## src/verilog/ramp_limiter_defines.svh

```systemverilog
// Offsets, reset values, field positions and timing counts of the ramp limiter.
`ifndef RAMP_LIMITER_DEFINES_SVH
`define RAMP_LIMITER_DEFINES_SVH

// ----------------------------------------------------------------------------
// Register word addresses
// ----------------------------------------------------------------------------
`define OFS_FIRST_ACCEL_TIME     8'h00
`define OFS_FIRST_DECEL_TIME     8'h01
`define OFS_SECOND_ACCEL_TIME    8'h02
`define OFS_SECOND_DECEL_TIME    8'h03
`define OFS_EMERGENCY_ACCEL_TIME 8'h04
`define OFS_EMERGENCY_DECEL_TIME 8'h05
`define OFS_CURVE_PROFILE        8'h06
`define OFS_RAMP_SET_SOURCE      8'h07
`define OFS_LINK_COMPENSATION    8'h08
`define OFS_LIMITER_MODE         8'h09
`define OFS_LINK_VOLTAGE_THR     8'h0A
`define OFS_OUTPUT_CURRENT_THR   8'h0B
`define OFS_MAXIMUM_FREQUENCY    8'h0C
`define OFS_RATED_CURRENT        8'h0D
`define OFS_STATUS_WORD          8'h0E
`define OFS_OUTPUT_FREQUENCY     8'h0F

// ----------------------------------------------------------------------------
// Reset values (times in 0.1 s, voltage in V, current in 0.1 A, freq in 0.1 Hz)
// ----------------------------------------------------------------------------
`define RST_ACCEL_TIME           16'h0032
`define RST_DECEL_TIME           16'h0064
`define RST_EMERGENCY_TIME       16'h0032
`define RST_LINK_VOLTAGE_THR     16'h017C
`define RST_RATED_CURRENT        16'h000E
`define RST_OUTPUT_CURRENT_THR   16'h0015
`define RST_MAXIMUM_FREQUENCY    16'h0258
`define RST_LINK_COMPENSATION    1'h1

// ----------------------------------------------------------------------------
// Limits and status word bits
// ----------------------------------------------------------------------------
`define TIME_MIN                 16'h0001
`define TIME_MAX                 16'h270F
`define VOLT_MIN                 16'h0145
`define VOLT_MAX                 16'h01CC
`define VOLT_DISABLE_ABOVE       16'h019A
`define CURR_MAX                 16'h0064
`define CURR_DISABLE_NUM         20'h00013
`define CURR_DISABLE_DEN         20'h0000A
`define STAT_SECOND_RAMP         0
`define STAT_VOLTAGE_LIMIT       1
`define STAT_CURRENT_LIMIT       2
`define STAT_ACCELERATING        3
`define STAT_DECELERATING        4

// ----------------------------------------------------------------------------
// Timing
// ----------------------------------------------------------------------------
`define CLOCK_MHZ                50
`define TICK_TIME_US             1000
`define TICK_CYCLES              (`TICK_TIME_US * `CLOCK_MHZ)
`define TENTH_SECOND_US          100000
`define TICKS_PER_TENTH          (`TENTH_SECOND_US / `TICK_TIME_US)

`endif

```

## src/verilog/ramp_limiter_pkg.sv

```systemverilog
// Types shared by the ramp limiter modules.
package ramp_limiter_pkg;

  typedef enum logic [2:0] {
    SRC_FIXED_FIRST,
    SRC_FIXED_SECOND,
    SRC_DIGITAL_INPUT,
    SRC_SERIAL,
    SRC_RESERVED,
    SRC_FIELDBUS
  } ramp_source_e;

  typedef enum logic [1:0] {
    ACT_FOLLOW,
    ACT_HOLD,
    ACT_SPEEDUP,
    ACT_SLOWDOWN
  } ramp_action_e;

  typedef enum logic {
    PH_WAIT,
    PH_DIVIDE
  } ramp_phase_e;

  typedef logic [15:0] word_t;

endpackage

```

## src/verilog/step_div_if.sv

```systemverilog
// Request and answer signals between the ramp core and its step divider.
`timescale 1ns/1ns
`default_nettype none
interface step_div_if;
  logic        start;
  logic [31:0] dividend;
  logic [23:0] divisor;
  logic        done;
  logic [31:0] quotient;

  modport master (output start, output dividend, output divisor,
                  input done, input quotient);
  modport slave  (input start, input dividend, input divisor,
                  output done, output quotient);
endinterface
`default_nettype wire
```

## src/verilog/drive_ramp_limiter.sv

```systemverilog
// Output frequency ramp with three time sets, S profile and link limiters.
//
// Chosen here: the register offsets and the plain strobed port.
`timescale 1ns/1ns
`default_nettype none
`include "ramp_limiter_defines.svh"

module drive_ramp_limiter
#(
  parameter int TICK_CYCLES = `TICK_CYCLES
)
(
  input  wire logic                   clock,
  input  wire logic                   rst_n,
  input  wire logic                   ce,
  input  wire logic [7:0]             reg_addr,
  input  wire logic [15:0]            reg_wdata,
  input  wire logic                   reg_write,
  input  wire logic                   reg_read,
  output logic [15:0]                 reg_rdata,
  input  wire logic [15:0]            reference_frequency,
  input  wire logic [15:0]            link_voltage,
  input  wire logic [15:0]            output_current,
  input  wire logic                   second_ramp_pin,
  input  wire logic                   second_ramp_serial,
  input  wire logic                   second_ramp_fieldbus,
  output logic [15:0]                 output_frequency,
  output logic                        second_ramp_active,
  output logic                        voltage_limiting,
  output logic                        current_limiting,
  output logic                        link_compensation_on
);

  // --------------------------------------------------------------------------
  // Elaboration checks
  // --------------------------------------------------------------------------
  // The divider needs 34 cycles, so a tick must be longer than that.
  if (TICK_CYCLES < 64)
  begin : g_tick_check
    $error("TICK_CYCLES must be at least 64");
  end

  // --------------------------------------------------------------------------
  // State
  // --------------------------------------------------------------------------
  typedef struct packed {
    logic [5:0][15:0]               times;
    logic                           s_profile;
    ramp_limiter_pkg::ramp_source_e source;
    logic                           compensation;
    logic [1:0]                     mode;
    logic [15:0]                    volt_thr;
    logic [15:0]                    curr_thr;
    logic [15:0]                    fmax;
    logic [15:0]                    rated;
    logic                           pin_s1;
    logic                           pin_s2;
    logic [31:0]                    tick_cnt;
    logic [31:0]                    freq_acc;
    logic [15:0]                    start_f;
    logic [15:0]                    target;
    logic                           rising;
    logic                           ramping;
    ramp_limiter_pkg::ramp_phase_e  phase;
    logic                           start;
    logic                           second;
    logic                           vlim;
    logic                           ilim;
    logic [15:0]                    rdata;
  } state_s;

  localparam state_s RESET_STATE = '{
    times:        {`RST_EMERGENCY_TIME, `RST_EMERGENCY_TIME, `RST_DECEL_TIME,
                   `RST_ACCEL_TIME, `RST_DECEL_TIME, `RST_ACCEL_TIME},
    s_profile:    1'h0,
    source:       ramp_limiter_pkg::SRC_FIXED_FIRST,
    compensation: `RST_LINK_COMPENSATION,
    mode:         2'h0,
    volt_thr:     `RST_LINK_VOLTAGE_THR,
    curr_thr:     `RST_OUTPUT_CURRENT_THR,
    fmax:         `RST_MAXIMUM_FREQUENCY,
    rated:        `RST_RATED_CURRENT,
    phase:        ramp_limiter_pkg::PH_WAIT,
    default:      '0
  };

  state_s q;
  state_s d;

  step_div_if div ();

  ramp_step_divider u_divider
  (
    .clock (clock),
    .rst_n (rst_n),
    .ce    (ce),
    .div   (div)
  );

  // --------------------------------------------------------------------------
  // Combinational helpers
  // --------------------------------------------------------------------------
  logic [15:0]                      freq_now;
  logic [15:0]                      ref_clamped;
  logic                             use_second;
  logic                             v_hit;
  logic                             i_hit;
  logic [19:0]                      i_disable_lhs;
  logic [19:0]                      i_disable_rhs;
  ramp_limiter_pkg::ramp_action_e   action;
  logic [15:0]                      new_target;
  logic                             up;
  logic [2:0]                       set_index;
  logic [2:0]                       set_index_q;
  logic [31:0]                      step;
  logic [16:0]                      dist_start;
  logic [16:0]                      dist_end;
  logic [16:0]                      dist_total;
  logic [31:0]                      next_acc;
  logic [31:0]                      goal_acc;
  logic [15:0]                      status;

  assign freq_now    = q.freq_acc[31:16];
  assign ref_clamped = (reference_frequency > q.fmax) ? q.fmax : reference_frequency;

  always_comb
  begin
    case (q.source)
      ramp_limiter_pkg::SRC_FIXED_SECOND:  use_second = 1'b1;
      ramp_limiter_pkg::SRC_DIGITAL_INPUT: use_second = q.pin_s2;
      ramp_limiter_pkg::SRC_SERIAL:        use_second = second_ramp_serial;
      ramp_limiter_pkg::SRC_FIELDBUS:      use_second = second_ramp_fieldbus;
      default:                             use_second = 1'b0;
    endcase
  end

  assign v_hit = (q.volt_thr <= `VOLT_DISABLE_ABOVE) && (link_voltage >= q.volt_thr);

  assign i_disable_lhs = 20'(q.curr_thr) * `CURR_DISABLE_DEN;
  assign i_disable_rhs = 20'(q.rated) * `CURR_DISABLE_NUM;
  assign i_hit = (i_disable_lhs <= i_disable_rhs) && (output_current > q.curr_thr);

  always_comb
  begin
    action = ramp_limiter_pkg::ACT_FOLLOW;
    if (v_hit && !q.mode[0] && (ref_clamped < freq_now))
      action = ramp_limiter_pkg::ACT_HOLD;
    else if (v_hit && q.mode[0])
      action = ramp_limiter_pkg::ACT_SPEEDUP;
    else if (i_hit && q.mode[1] && (ref_clamped != freq_now))
      action = ramp_limiter_pkg::ACT_HOLD;
    else if (i_hit && !q.mode[1])
      action = ramp_limiter_pkg::ACT_SLOWDOWN;
  end

  always_comb
  begin
    case (action)
      ramp_limiter_pkg::ACT_HOLD:     new_target = freq_now;
      ramp_limiter_pkg::ACT_SPEEDUP:  new_target = q.fmax;
      ramp_limiter_pkg::ACT_SLOWDOWN: new_target = 16'h0000;
      default:                        new_target = ref_clamped;
    endcase
  end

  assign up = new_target > freq_now;

  always_comb
  begin
    if (action != ramp_limiter_pkg::ACT_FOLLOW)
      set_index = up ? 3'h4 : 3'h5;
    else if (use_second)
      set_index = up ? 3'h2 : 3'h3;
    else
      set_index = up ? 3'h0 : 3'h1;
  end

  // S profile: ends of the travel at half speed, middle at one and a half.
  // An eighth at each end costs a quarter of the time, so the total matches.
  assign dist_start = q.rising ? 17'(freq_now) - 17'(q.start_f)
                               : 17'(q.start_f) - 17'(freq_now);
  assign dist_end   = q.rising ? 17'(q.target) - 17'(freq_now)
                               : 17'(freq_now) - 17'(q.target);
  assign dist_total = dist_start + dist_end;

  always_comb
  begin
    step = div.quotient;
    if (q.s_profile)
    begin
      if (((20'(dist_start) << 3) < 20'(dist_total)) ||
          ((20'(dist_end) << 3) < 20'(dist_total)))
        step = div.quotient >> 1;
      else
        step = div.quotient + (div.quotient >> 1);
    end
    goal_acc = {q.target, 16'h0000};
    if (q.rising)
    begin
      next_acc = q.freq_acc + step;
      if ((next_acc >= goal_acc) || (next_acc < q.freq_acc))
        next_acc = goal_acc;
    end
    else
    begin
      next_acc = q.freq_acc - step;
      if ((next_acc <= goal_acc) || (next_acc > q.freq_acc))
        next_acc = goal_acc;
    end
  end

  always_comb
  begin
    status                         = 16'h0000;
    status[`STAT_SECOND_RAMP]      = q.second;
    status[`STAT_VOLTAGE_LIMIT]    = q.vlim;
    status[`STAT_CURRENT_LIMIT]    = q.ilim;
    status[`STAT_ACCELERATING]     = q.ramping && q.rising;
    status[`STAT_DECELERATING]     = q.ramping && !q.rising;
  end

  // --------------------------------------------------------------------------
  // Next state
  // --------------------------------------------------------------------------
  always_comb
  begin
    d        = q;
    d.start  = 1'b0;
    d.pin_s1 = second_ramp_pin;
    d.pin_s2 = q.pin_s1;

    // Out-of-range writes are dropped so the divider never sees a zero time.
    if (reg_write)
    begin
      case (reg_addr)
        `OFS_FIRST_ACCEL_TIME, `OFS_FIRST_DECEL_TIME, `OFS_SECOND_ACCEL_TIME,
        `OFS_SECOND_DECEL_TIME, `OFS_EMERGENCY_ACCEL_TIME, `OFS_EMERGENCY_DECEL_TIME:
          if ((reg_wdata >= `TIME_MIN) && (reg_wdata <= `TIME_MAX))
            d.times[reg_addr[2:0]] = reg_wdata;
        `OFS_CURVE_PROFILE:
          if (reg_wdata[15:1] == 15'h0000)
            d.s_profile = reg_wdata[0];
        `OFS_RAMP_SET_SOURCE:
          if (reg_wdata <= 16'h0005)
            d.source = ramp_limiter_pkg::ramp_source_e'(reg_wdata[2:0]);
        `OFS_LINK_COMPENSATION:
          if (reg_wdata[15:1] == 15'h0000)
            d.compensation = reg_wdata[0];
        `OFS_LIMITER_MODE:
          if (reg_wdata[15:2] == 14'h0000)
            d.mode = reg_wdata[1:0];
        `OFS_LINK_VOLTAGE_THR:
          if ((reg_wdata >= `VOLT_MIN) && (reg_wdata <= `VOLT_MAX))
            d.volt_thr = reg_wdata;
        `OFS_OUTPUT_CURRENT_THR:
          if (reg_wdata <= `CURR_MAX)
            d.curr_thr = reg_wdata;
        `OFS_MAXIMUM_FREQUENCY:
          d.fmax = reg_wdata;
        `OFS_RATED_CURRENT:
          d.rated = reg_wdata;
        default:
          d.rated = q.rated;
      endcase
    end

    if (reg_read)
    begin
      case (reg_addr)
        `OFS_FIRST_ACCEL_TIME, `OFS_FIRST_DECEL_TIME, `OFS_SECOND_ACCEL_TIME,
        `OFS_SECOND_DECEL_TIME, `OFS_EMERGENCY_ACCEL_TIME, `OFS_EMERGENCY_DECEL_TIME:
          d.rdata = q.times[reg_addr[2:0]];
        `OFS_CURVE_PROFILE:      d.rdata = {15'h0000, q.s_profile};
        `OFS_RAMP_SET_SOURCE:    d.rdata = {13'h0000, q.source};
        `OFS_LINK_COMPENSATION:  d.rdata = {15'h0000, q.compensation};
        `OFS_LIMITER_MODE:       d.rdata = {14'h0000, q.mode};
        `OFS_LINK_VOLTAGE_THR:   d.rdata = q.volt_thr;
        `OFS_OUTPUT_CURRENT_THR: d.rdata = q.curr_thr;
        `OFS_MAXIMUM_FREQUENCY:  d.rdata = q.fmax;
        `OFS_RATED_CURRENT:      d.rdata = q.rated;
        `OFS_STATUS_WORD:        d.rdata = status;
        `OFS_OUTPUT_FREQUENCY:   d.rdata = freq_now;
        default:                 d.rdata = 16'h0000;
      endcase
    end

    if (q.tick_cnt >= 32'(TICK_CYCLES - 1))
      d.tick_cnt = 32'h00000000;
    else
      d.tick_cnt = q.tick_cnt + 32'h00000001;

    case (q.phase)
      ramp_limiter_pkg::PH_WAIT:
      begin
        if (q.tick_cnt == 32'h00000000)
        begin
          d.vlim   = v_hit && (q.mode[0] || (ref_clamped < freq_now));
          d.ilim   = i_hit && !d.vlim && (!q.mode[1] || (ref_clamped != freq_now));
          d.second = use_second;
          if (new_target != q.target)
          begin
            d.start_f = freq_now;
            d.target  = new_target;
            d.rising  = up;
          end
          d.ramping = (new_target != freq_now);
          // Step from maximum frequency and ramp time
          if (new_target != freq_now)
          begin
            d.start = 1'b1;
            d.phase = ramp_limiter_pkg::PH_DIVIDE;
          end
        end
      end
      ramp_limiter_pkg::PH_DIVIDE:
      begin
        if (div.done)
        begin
          d.freq_acc = next_acc;
          d.phase    = ramp_limiter_pkg::PH_WAIT;
        end
      end
      default:
        d.phase = ramp_limiter_pkg::PH_WAIT;
    endcase
  end

  // --------------------------------------------------------------------------
  // Divider request
  // --------------------------------------------------------------------------
  assign div.start    = q.start;
  assign div.dividend = {q.fmax, 16'h0000};
  assign div.divisor  = 24'(q.times[set_index_q]) * 24'(`TICKS_PER_TENTH);

  // The set is latched with the request so a mid-divide tick cannot change it.

  always_ff @(posedge clock)
  begin
    if (!rst_n)
      set_index_q <= 3'h0;
    else if (ce && (q.phase == ramp_limiter_pkg::PH_WAIT))
      set_index_q <= set_index;
  end

  // --------------------------------------------------------------------------
  // Registers
  // --------------------------------------------------------------------------
  always_ff @(posedge clock)
  begin
    if (!rst_n)
      q <= RESET_STATE;
    else if (ce)
      q <= d;
  end

  assign reg_rdata            = q.rdata;
  assign output_frequency     = q.freq_acc[31:16];
  assign second_ramp_active   = q.second;
  assign voltage_limiting     = q.vlim;
  assign current_limiting     = q.ilim;
  assign link_compensation_on = q.compensation;

endmodule
`default_nettype wire

```

## src/verilog/ramp_step_divider.sv

```systemverilog
// Sequential restoring divider that turns a ramp time into a per-tick step.
`timescale 1ns/1ns
`default_nettype none
module ramp_step_divider
(
  input  wire logic clock,
  input  wire logic rst_n,
  input  wire logic ce,
  step_div_if.slave div
);

  typedef struct packed {
    logic [5:0]  cnt;
    logic [24:0] rem;
    logic [31:0] quo;
    logic [23:0] den;
    logic        done;
  } div_state_s;

  div_state_s q;
  div_state_s d;
  logic [24:0] shifted;

  always_comb
  begin
    d       = q;
    d.done  = 1'b0;
    shifted = {q.rem[23:0], q.quo[31]};
    if (div.start)
    begin
      d.cnt = 6'h20;
      d.rem = 25'h0000000;
      d.quo = div.dividend;
      d.den = div.divisor;
    end
    else if (q.cnt != 6'h00)
    begin
      // A zero divisor never arrives: ramp times below one tenth are refused.
      if (shifted >= {1'b0, q.den})
      begin
        d.rem = shifted - {1'b0, q.den};
        d.quo = {q.quo[30:0], 1'b1};
      end
      else
      begin
        d.rem = shifted;
        d.quo = {q.quo[30:0], 1'b0};
      end
      d.cnt  = q.cnt - 6'h01;
      d.done = (q.cnt == 6'h01);
    end
  end

  always_ff @(posedge clock)
  begin
    if (!rst_n)
      q <= '0;
    else if (ce)
      q <= d;
  end

  assign div.done     = q.done;
  assign div.quotient = q.quo;

endmodule
`default_nettype wire

```

## config.mk

```make
export PLATFORM = sky130hd
export DESIGN_NAME = drive_ramp_limiter
export DESIGN_NICKNAME = d
export VERILOG_FILES = /design/src/verilog/ramp_limiter_pkg.sv /design/src/verilog/step_div_if.sv /design/src/verilog/drive_ramp_limiter.sv /design/src/verilog/ramp_step_divider.sv
export VERILOG_INCLUDE_DIRS = /design/src /design/src/verilog
export SDC_FILE = /design/constraint.sdc
export NUM_CORES = 2
export LEC_CHECK = 0
export ABC_AREA = 1
export BUFFER_PORTS_ARGS = -buffer_cell sky130_fd_sc_hd__buf_4
export CORE_MARGIN = 5
export CORE_UTILIZATION = 37
export CTS_BUF_LIST = sky130_fd_sc_hd__clkbuf_8
export CTS_CLUSTER_SIZE = 30
export DETAILED_ROUTE_END_ITERATION = 10
export PLACE_DENSITY = 0.55
export SYNTH_ARGS = -nofsm -noshare
export SYNTH_HDL_FRONTEND = slang
export SYNTH_SLANG_ARGS = --single-unit
```

## constraint.sdc

```tcl
create_clock -name clock -period 21.3 [get_ports clock]
set_clock_uncertainty 0.05 [all_clocks]
set_input_delay 3.195 -clock clock [delete_from_list [all_inputs] [get_ports clock]]
set_output_delay 3.195 -clock clock [all_outputs]
set_load 0.01 [all_outputs]
```

# Yosys cells after proc, flatten, opt, wreduce, memory -nomap -nowiden
# Index checks and enable logic that the tools add are counted.
# op_classes
n_addsub	11
n_mul	3
div_mod_pow	0
magnitude_cmp	24
eq_ne	26
n_shift	0
n_mux	38
bitwise_logic	1
reduce_logical	49
# ops
operator	n
2-to-1 mux 32 bit	6
case mux 16 bit (11 select lines)	1
2-to-1 mux 63 bit	2
binary-select mux 16 bit (select 3 bit)	2
bitwise mux 96 bit	1
subtractor 16 x 16 -> 17 bit	4
equality test 8 x 4 -> 1 bit, second input constant	8
2-to-1 mux 16 bit	4
2-to-1 mux 57 bit	1
demux 16 bit (select 3 bit)	1
greater-than comparator 16 bit	3
inequality test 16 bit	3
case mux 16 bit (3 select lines)	1
less-than comparator 20 x 17 -> 1 bit	2
2-to-1 mux 17 bit	2
adder 32 x 1 -> 32 bit, second input constant	1
adder 32 x 31 -> 32 bit	1
adder 32 bit	1
equality test 8 x 3 -> 1 bit, second input constant	4
>= comparator 32 x 16 -> 1 bit, second input constant	1
>= comparator 32 bit	1
greater-than comparator 32 bit	1
less-or-equal comparator 16 x 9 -> 1 bit, second input constant	2
less-or-equal comparator 32 bit	1
48 further kinds	98
# word_totals
regBits	375
latch_bits	0
ram_bits	0
mem_bits_ro	0
inputBits	80
out_inout_bits	36
wordCells	186
memories	0

# Depth between registers and ports, before layout
# logic_depth
ltp_word	14
ltp_mapped	76
depth_no_buf	73

# Cells and area by module
# A second synthesis with hierarchy kept.
# unflattened
cells_unflattened	5980
hier_area_um2	38599.5
# modules_own_cells
mod	n_inst	cells_each	area_each_um2	seq_area_each_um2
drive_ramp_limiter	1	5062	32816.5	5825.6
ramp_step_divider	1	918	5783.0	1741.7

# Worst setup path after synthesis
# OpenSTA, ideal clock, no wires.
# synth_timing
path_type	reg2reg
from	reg q (netlist bit output_frequency[1])
to	reg q (netlist bit output_frequency[8])
setup_time_ns	0.109
arrival_time_ns	9.083
required_time_ns	21.141
setup_slack_ns	12.058
stages_incl_launch_ff	65
n_path_buf	5
period_less_slack_ns	9.242
path_cell_list	dfxtp_1 -> inv_1 -> fa_1 -> nand3_1 -> nand3_1 -> o21ai_0 -> xor2_1 -> inv_1 -> ha_1 -> a21o_1 -> a21o_1 -> a31o_2 -> a21oi_1 -> o21ai_0 -> xnor2_1 -> ha_1 -> nand2_1 -> inv_1 -> [29 not listed] -> a21oi_1 -> o21ai_0 -> inv_1 -> nand3_1 -> nand2_1 -> ha_1 -> nand4_1 -> nor3_1 -> nor4b_1 -> nand3_1 -> a21oi_1 -> nand2_1 -> buf_6 -> buf_6 -> o21ai_0 -> nand3_1 -> nand2_1 -> inv_1
# synth_between
elab_chain_cells	12
word_cells_on_any_way	23
classes_between	7 x add/sub; 6 x order compare; 7 x mux; 3 x reduce/logical
# synth_lines
element	line_no	rtl
start, declared	drive_ramp_limiter.sv:87	state_s q;
start signal, assigned	drive_ramp_limiter.sv:351	q <= RESET_STATE;
start signal, assigned	drive_ramp_limiter.sv:353	q <= d;
subtractor 16 x 16 -> 17 bit, on equally long branches	-	
2-to-1 mux 17 bit, on equally long branches	drive_ramp_limiter.sv:180, drive_ramp_limiter.sv:182	
adder 17 bit	drive_ramp_limiter.sv:184	assign dist_total = dist_start + dist_end;
less-than comparator 20 x 17 -> 1 bit, on equally long branches	drive_ramp_limiter.sv:191, drive_ramp_limiter.sv:192	
logical OR 1 bit	drive_ramp_limiter.sv:191	if (((20'(dist_start) << 3) < 20'(dist_total)) ||
2-to-1 mux 32 bit	drive_ramp_limiter.sv:191	
2-to-1 mux 32 bit	drive_ramp_limiter.sv:189	if (q.s_profile)
subtractor 32 bit or adder 32 bit (tied branches)	drive_ramp_limiter.sv:206, drive_ramp_limiter.sv:200	
less-or-equal comparator 32 bit (tied with other cells)	drive_ramp_limiter.sv:207	if ((next_acc <= goal_acc) || (next_acc > q.freq_acc))
logical OR 1 bit, on equally long branches	drive_ramp_limiter.sv:207, drive_ramp_limiter.sv:201	
2-to-1 mux 32 bit, on equally long branches	drive_ramp_limiter.sv:207, drive_ramp_limiter.sv:201	
2-to-1 mux 32 bit *	drive_ramp_limiter.sv:198	if (q.rising)
# Every way passes the cells marked *; elsewhere a longest branch is shown, timed or not.
# A chain may end at the register's enable or synchronous reset.

# Worst setup path after layout
# layout_timing
from	reg q (netlist bit output_frequency[0])
to	reg q (netlist bit output_frequency[15])
# The elaborated chain is that of the path after synthesis.

==> flow_summary.toml <==
[synth]
synthSimpleGateAreaFrac_pct = 22.1
syn_avg_cell_area_sq_um = 6.62
ys_async_sr_fraction_pct = 0
synthFlopType = "dfxtp_1"
synth_cells = 5538
yosys.area_share.xor_xnor_pct = 4.15
synth_seq_cells = 375
syn-num-nets = 6181
yosysSeqAreaShare_pct = 20.5
synth_top_family_by_area = "simple AND/OR/NAND/NOR gates"
synthesis.area_sq_um = 36700
yosys.area_share.adder_pct = 19.9
ys_types = 66
synth-compound-area-share_pct = 22.0
yosys.area.top_type = "dfxtp_1"
ys_warn_count = 0
synth.top_cell.area_share_pct = 20.5
muxShareOfSynthArea_pct = 0.0273
ys_top_cells_by_area = "dfxtp_1, ha_1, nand2_1"
synth_edf_count = 0

[run_status]
run_status = "finished clean"

[critical_path]
r2r_end = "output_frequency[15]"
max_stage_delay_ps = 910
crit_path_max_fanout = 32
crit_top_cell = "nand2_1"
worstRegToRegCells = 62
worstSetupStartpoint = "output_frequency[0]"
required_ps = 21860
endpoint_kind = "register"
cp-start-kind = "register"
slowest_stage = "nand2_1"
arrival_ps = 14100
r2r-start = "output_frequency[0]"
crit_end = "output_frequency[15]"
r2r_slack_ps = 7760
path_class = "register to register"

[global_routing]
grt_overflow_total = 0
grt_pass1_vias = 34500
grt_max_degree = 88
grt_use_total_pct = 25.2
antenna_found_initial = 4
grt_pass1_wl_microns = 210000

[clocking]
clkTransAtPathRegs_ps = 60
cts_resized = 0
htree_levels = 3
clk_latency_ps = 720
postCtsSetupRepairBufs = 0
cts_buffer_depth = 3
numCtsBuffers = 78
cts_tree = "done"
holdBufCountCts = 0
clock-root-buffer = "clkbuf_8"
cts.sinks = 375

[final_layout]
fillers = 10700
nets = 6202
final_common_cell = "nand2_1"
finalNonFillerCells = 6911
syn_to_final_growth_pct = 9.69
final_cell_mix = "nand2_1, inv_1, a21oi_1"
drive_gt1_share_pct = 6.16

[sta]
setup-tns-final_ps = 0
fin_crit_ps = 13540
relSlewSlack_pct = 24.1
maxSlewViolCount = 0
hold_violations = 0
max_freq_mhz = 73.8
final.period_utilization_pct = 63.6
rsz0062_at_grt = "no"
setup_viol = 0
worst_pin_slew_ps = 1140

[detailed_routing]
final_antenna_net_count = 0
vias_per_cell = 5.47
vias = 37800
wire_per_inst_microns = 20.3
wirelength_microns = 140000
drt_first_pass_iters = 6
drcViolationCount = 0
drt_iter0_markers = 3500

[floorplanning]
dieHeight_microns = 325
fp.dieW_microns = 325
fp.coreArea_sq_um = 98400
start_util_pct = 37.3
num_io_pins = 116
fp.dieArea_sq_um = 106000
fp-row-count = 115

[pwr]
ir_worst_vdd_mv = 0.100
p_leak_uw = 0.0198
power.density_nw_per_um2 = 109

[hold_path]
min_path_type = "register to register"
holdCritStartpoint = "q[106]"

[placed_design]
io_buffers = 115
dpl.cell_count = 6766
dpl.hpwl_microns = 108000
gp_congestion = 0.974

[job]
max-cap-violations = 0
sequential cells by signal, indices dropped and copies added (netlist names), 3 cells and up:
signal	count
div.dividend	16
u_divider.div.quotient	32
set_index_q	3
output_frequency	16
q	218
u_divider.q	51
goal_acc	16
reg_rdata	16
metrics by stage:
stage               power (uW)  worst slack (ps)  area [sq um]  hold slack (ps)  utilization (%)
CTS                       4390              8000         40200              388             40.9
global placement          3510              8280         38500              378             39.1
global route              4790              6710         40200              409             40.9
finish                    4400              7760         40200              386             40.9
detailed placement        3520              8000         38500              379             39.1
floorplan                 2800             12060         36700              369                -
worst max-delay path, delay by kind of cell (launching register included):
family | cells | cell delay (ps)
compound gates | 17 | 4260
fa+ha+maj | 6 | 1950
simple gates | 30 | 4460
xor+xnor | 2 | 600
buf+inv | 7 | 1340
flops | 1 | 770
per-layer routing:
metal  GRT usage (%)  wire length [microns]  up-vias
met5               0                     13        -
met4            8.48                   5320        2
met3            4.77                  11400      267
met2            39.0                  59800     1474
li1                -                      -    18700
met1            35.2                  63500    17400
area by class of cell:
type | count | area [sq um] | share of cell area [%]
clock inverter | 38 | 333 | 0.827
sequential | 375 | 7510 | 18.7
antenna | 5 | 12.5 | 0.0311
tap | 1287 | 1610 | 4.00
timing repair buffer | 163 | 1230 | 3.05
multi-input combinational | 4123 | 25100 | 62.3
clock buffer | 102 | 1400 | 3.49
inverter | 818 | 3080 | 7.64
power by group:
part	leakage (uW)	total [uW]	switching (uW)	internal [uW]
sequential	0.00304	828	71.5	756
clock	0.000958	856	372	484
combinational	0.0158	2710	1790	926
total	0.0198	4400	2230	2170
synthesized netlist by cell type (46+ instances only):
cell type / count
o22ai_1: 90
nor3_1: 69
nand2_1: 1022
clkbuf_1: 145
xnor2_1: 46
dfxtp_1: 375
nand3_1: 313
inv_1: 791
o21ai_0: 413
nand4_1: 46
ha_1: 530
xor2_1: 128
nor2_1: 432
o211ai_1: 67
a21oi_1: 640
how the worst min path moves through the flow:
stage | endpoint | slack (ps) | depth (start not counted)
4_1_cts | q[110] | 390 | 2
5_1_grt | q[118] | 410 | 2
3_5_place_dp | q[110] | 380 | 2
6_report | q[106] | 390 | 2
3_3_place_gp | q[110] | 380 | 2
2_1_floorplan | q[104] | 370 | 2
logic make-up after synthesis:
family          Yosys count
flops                   375
simple gates           1945
mux                       1
xor+xnor                174
compound gates         1440
buf+inv                1040
fa+ha+maj               563
Power figures use the tool's default switching activity.
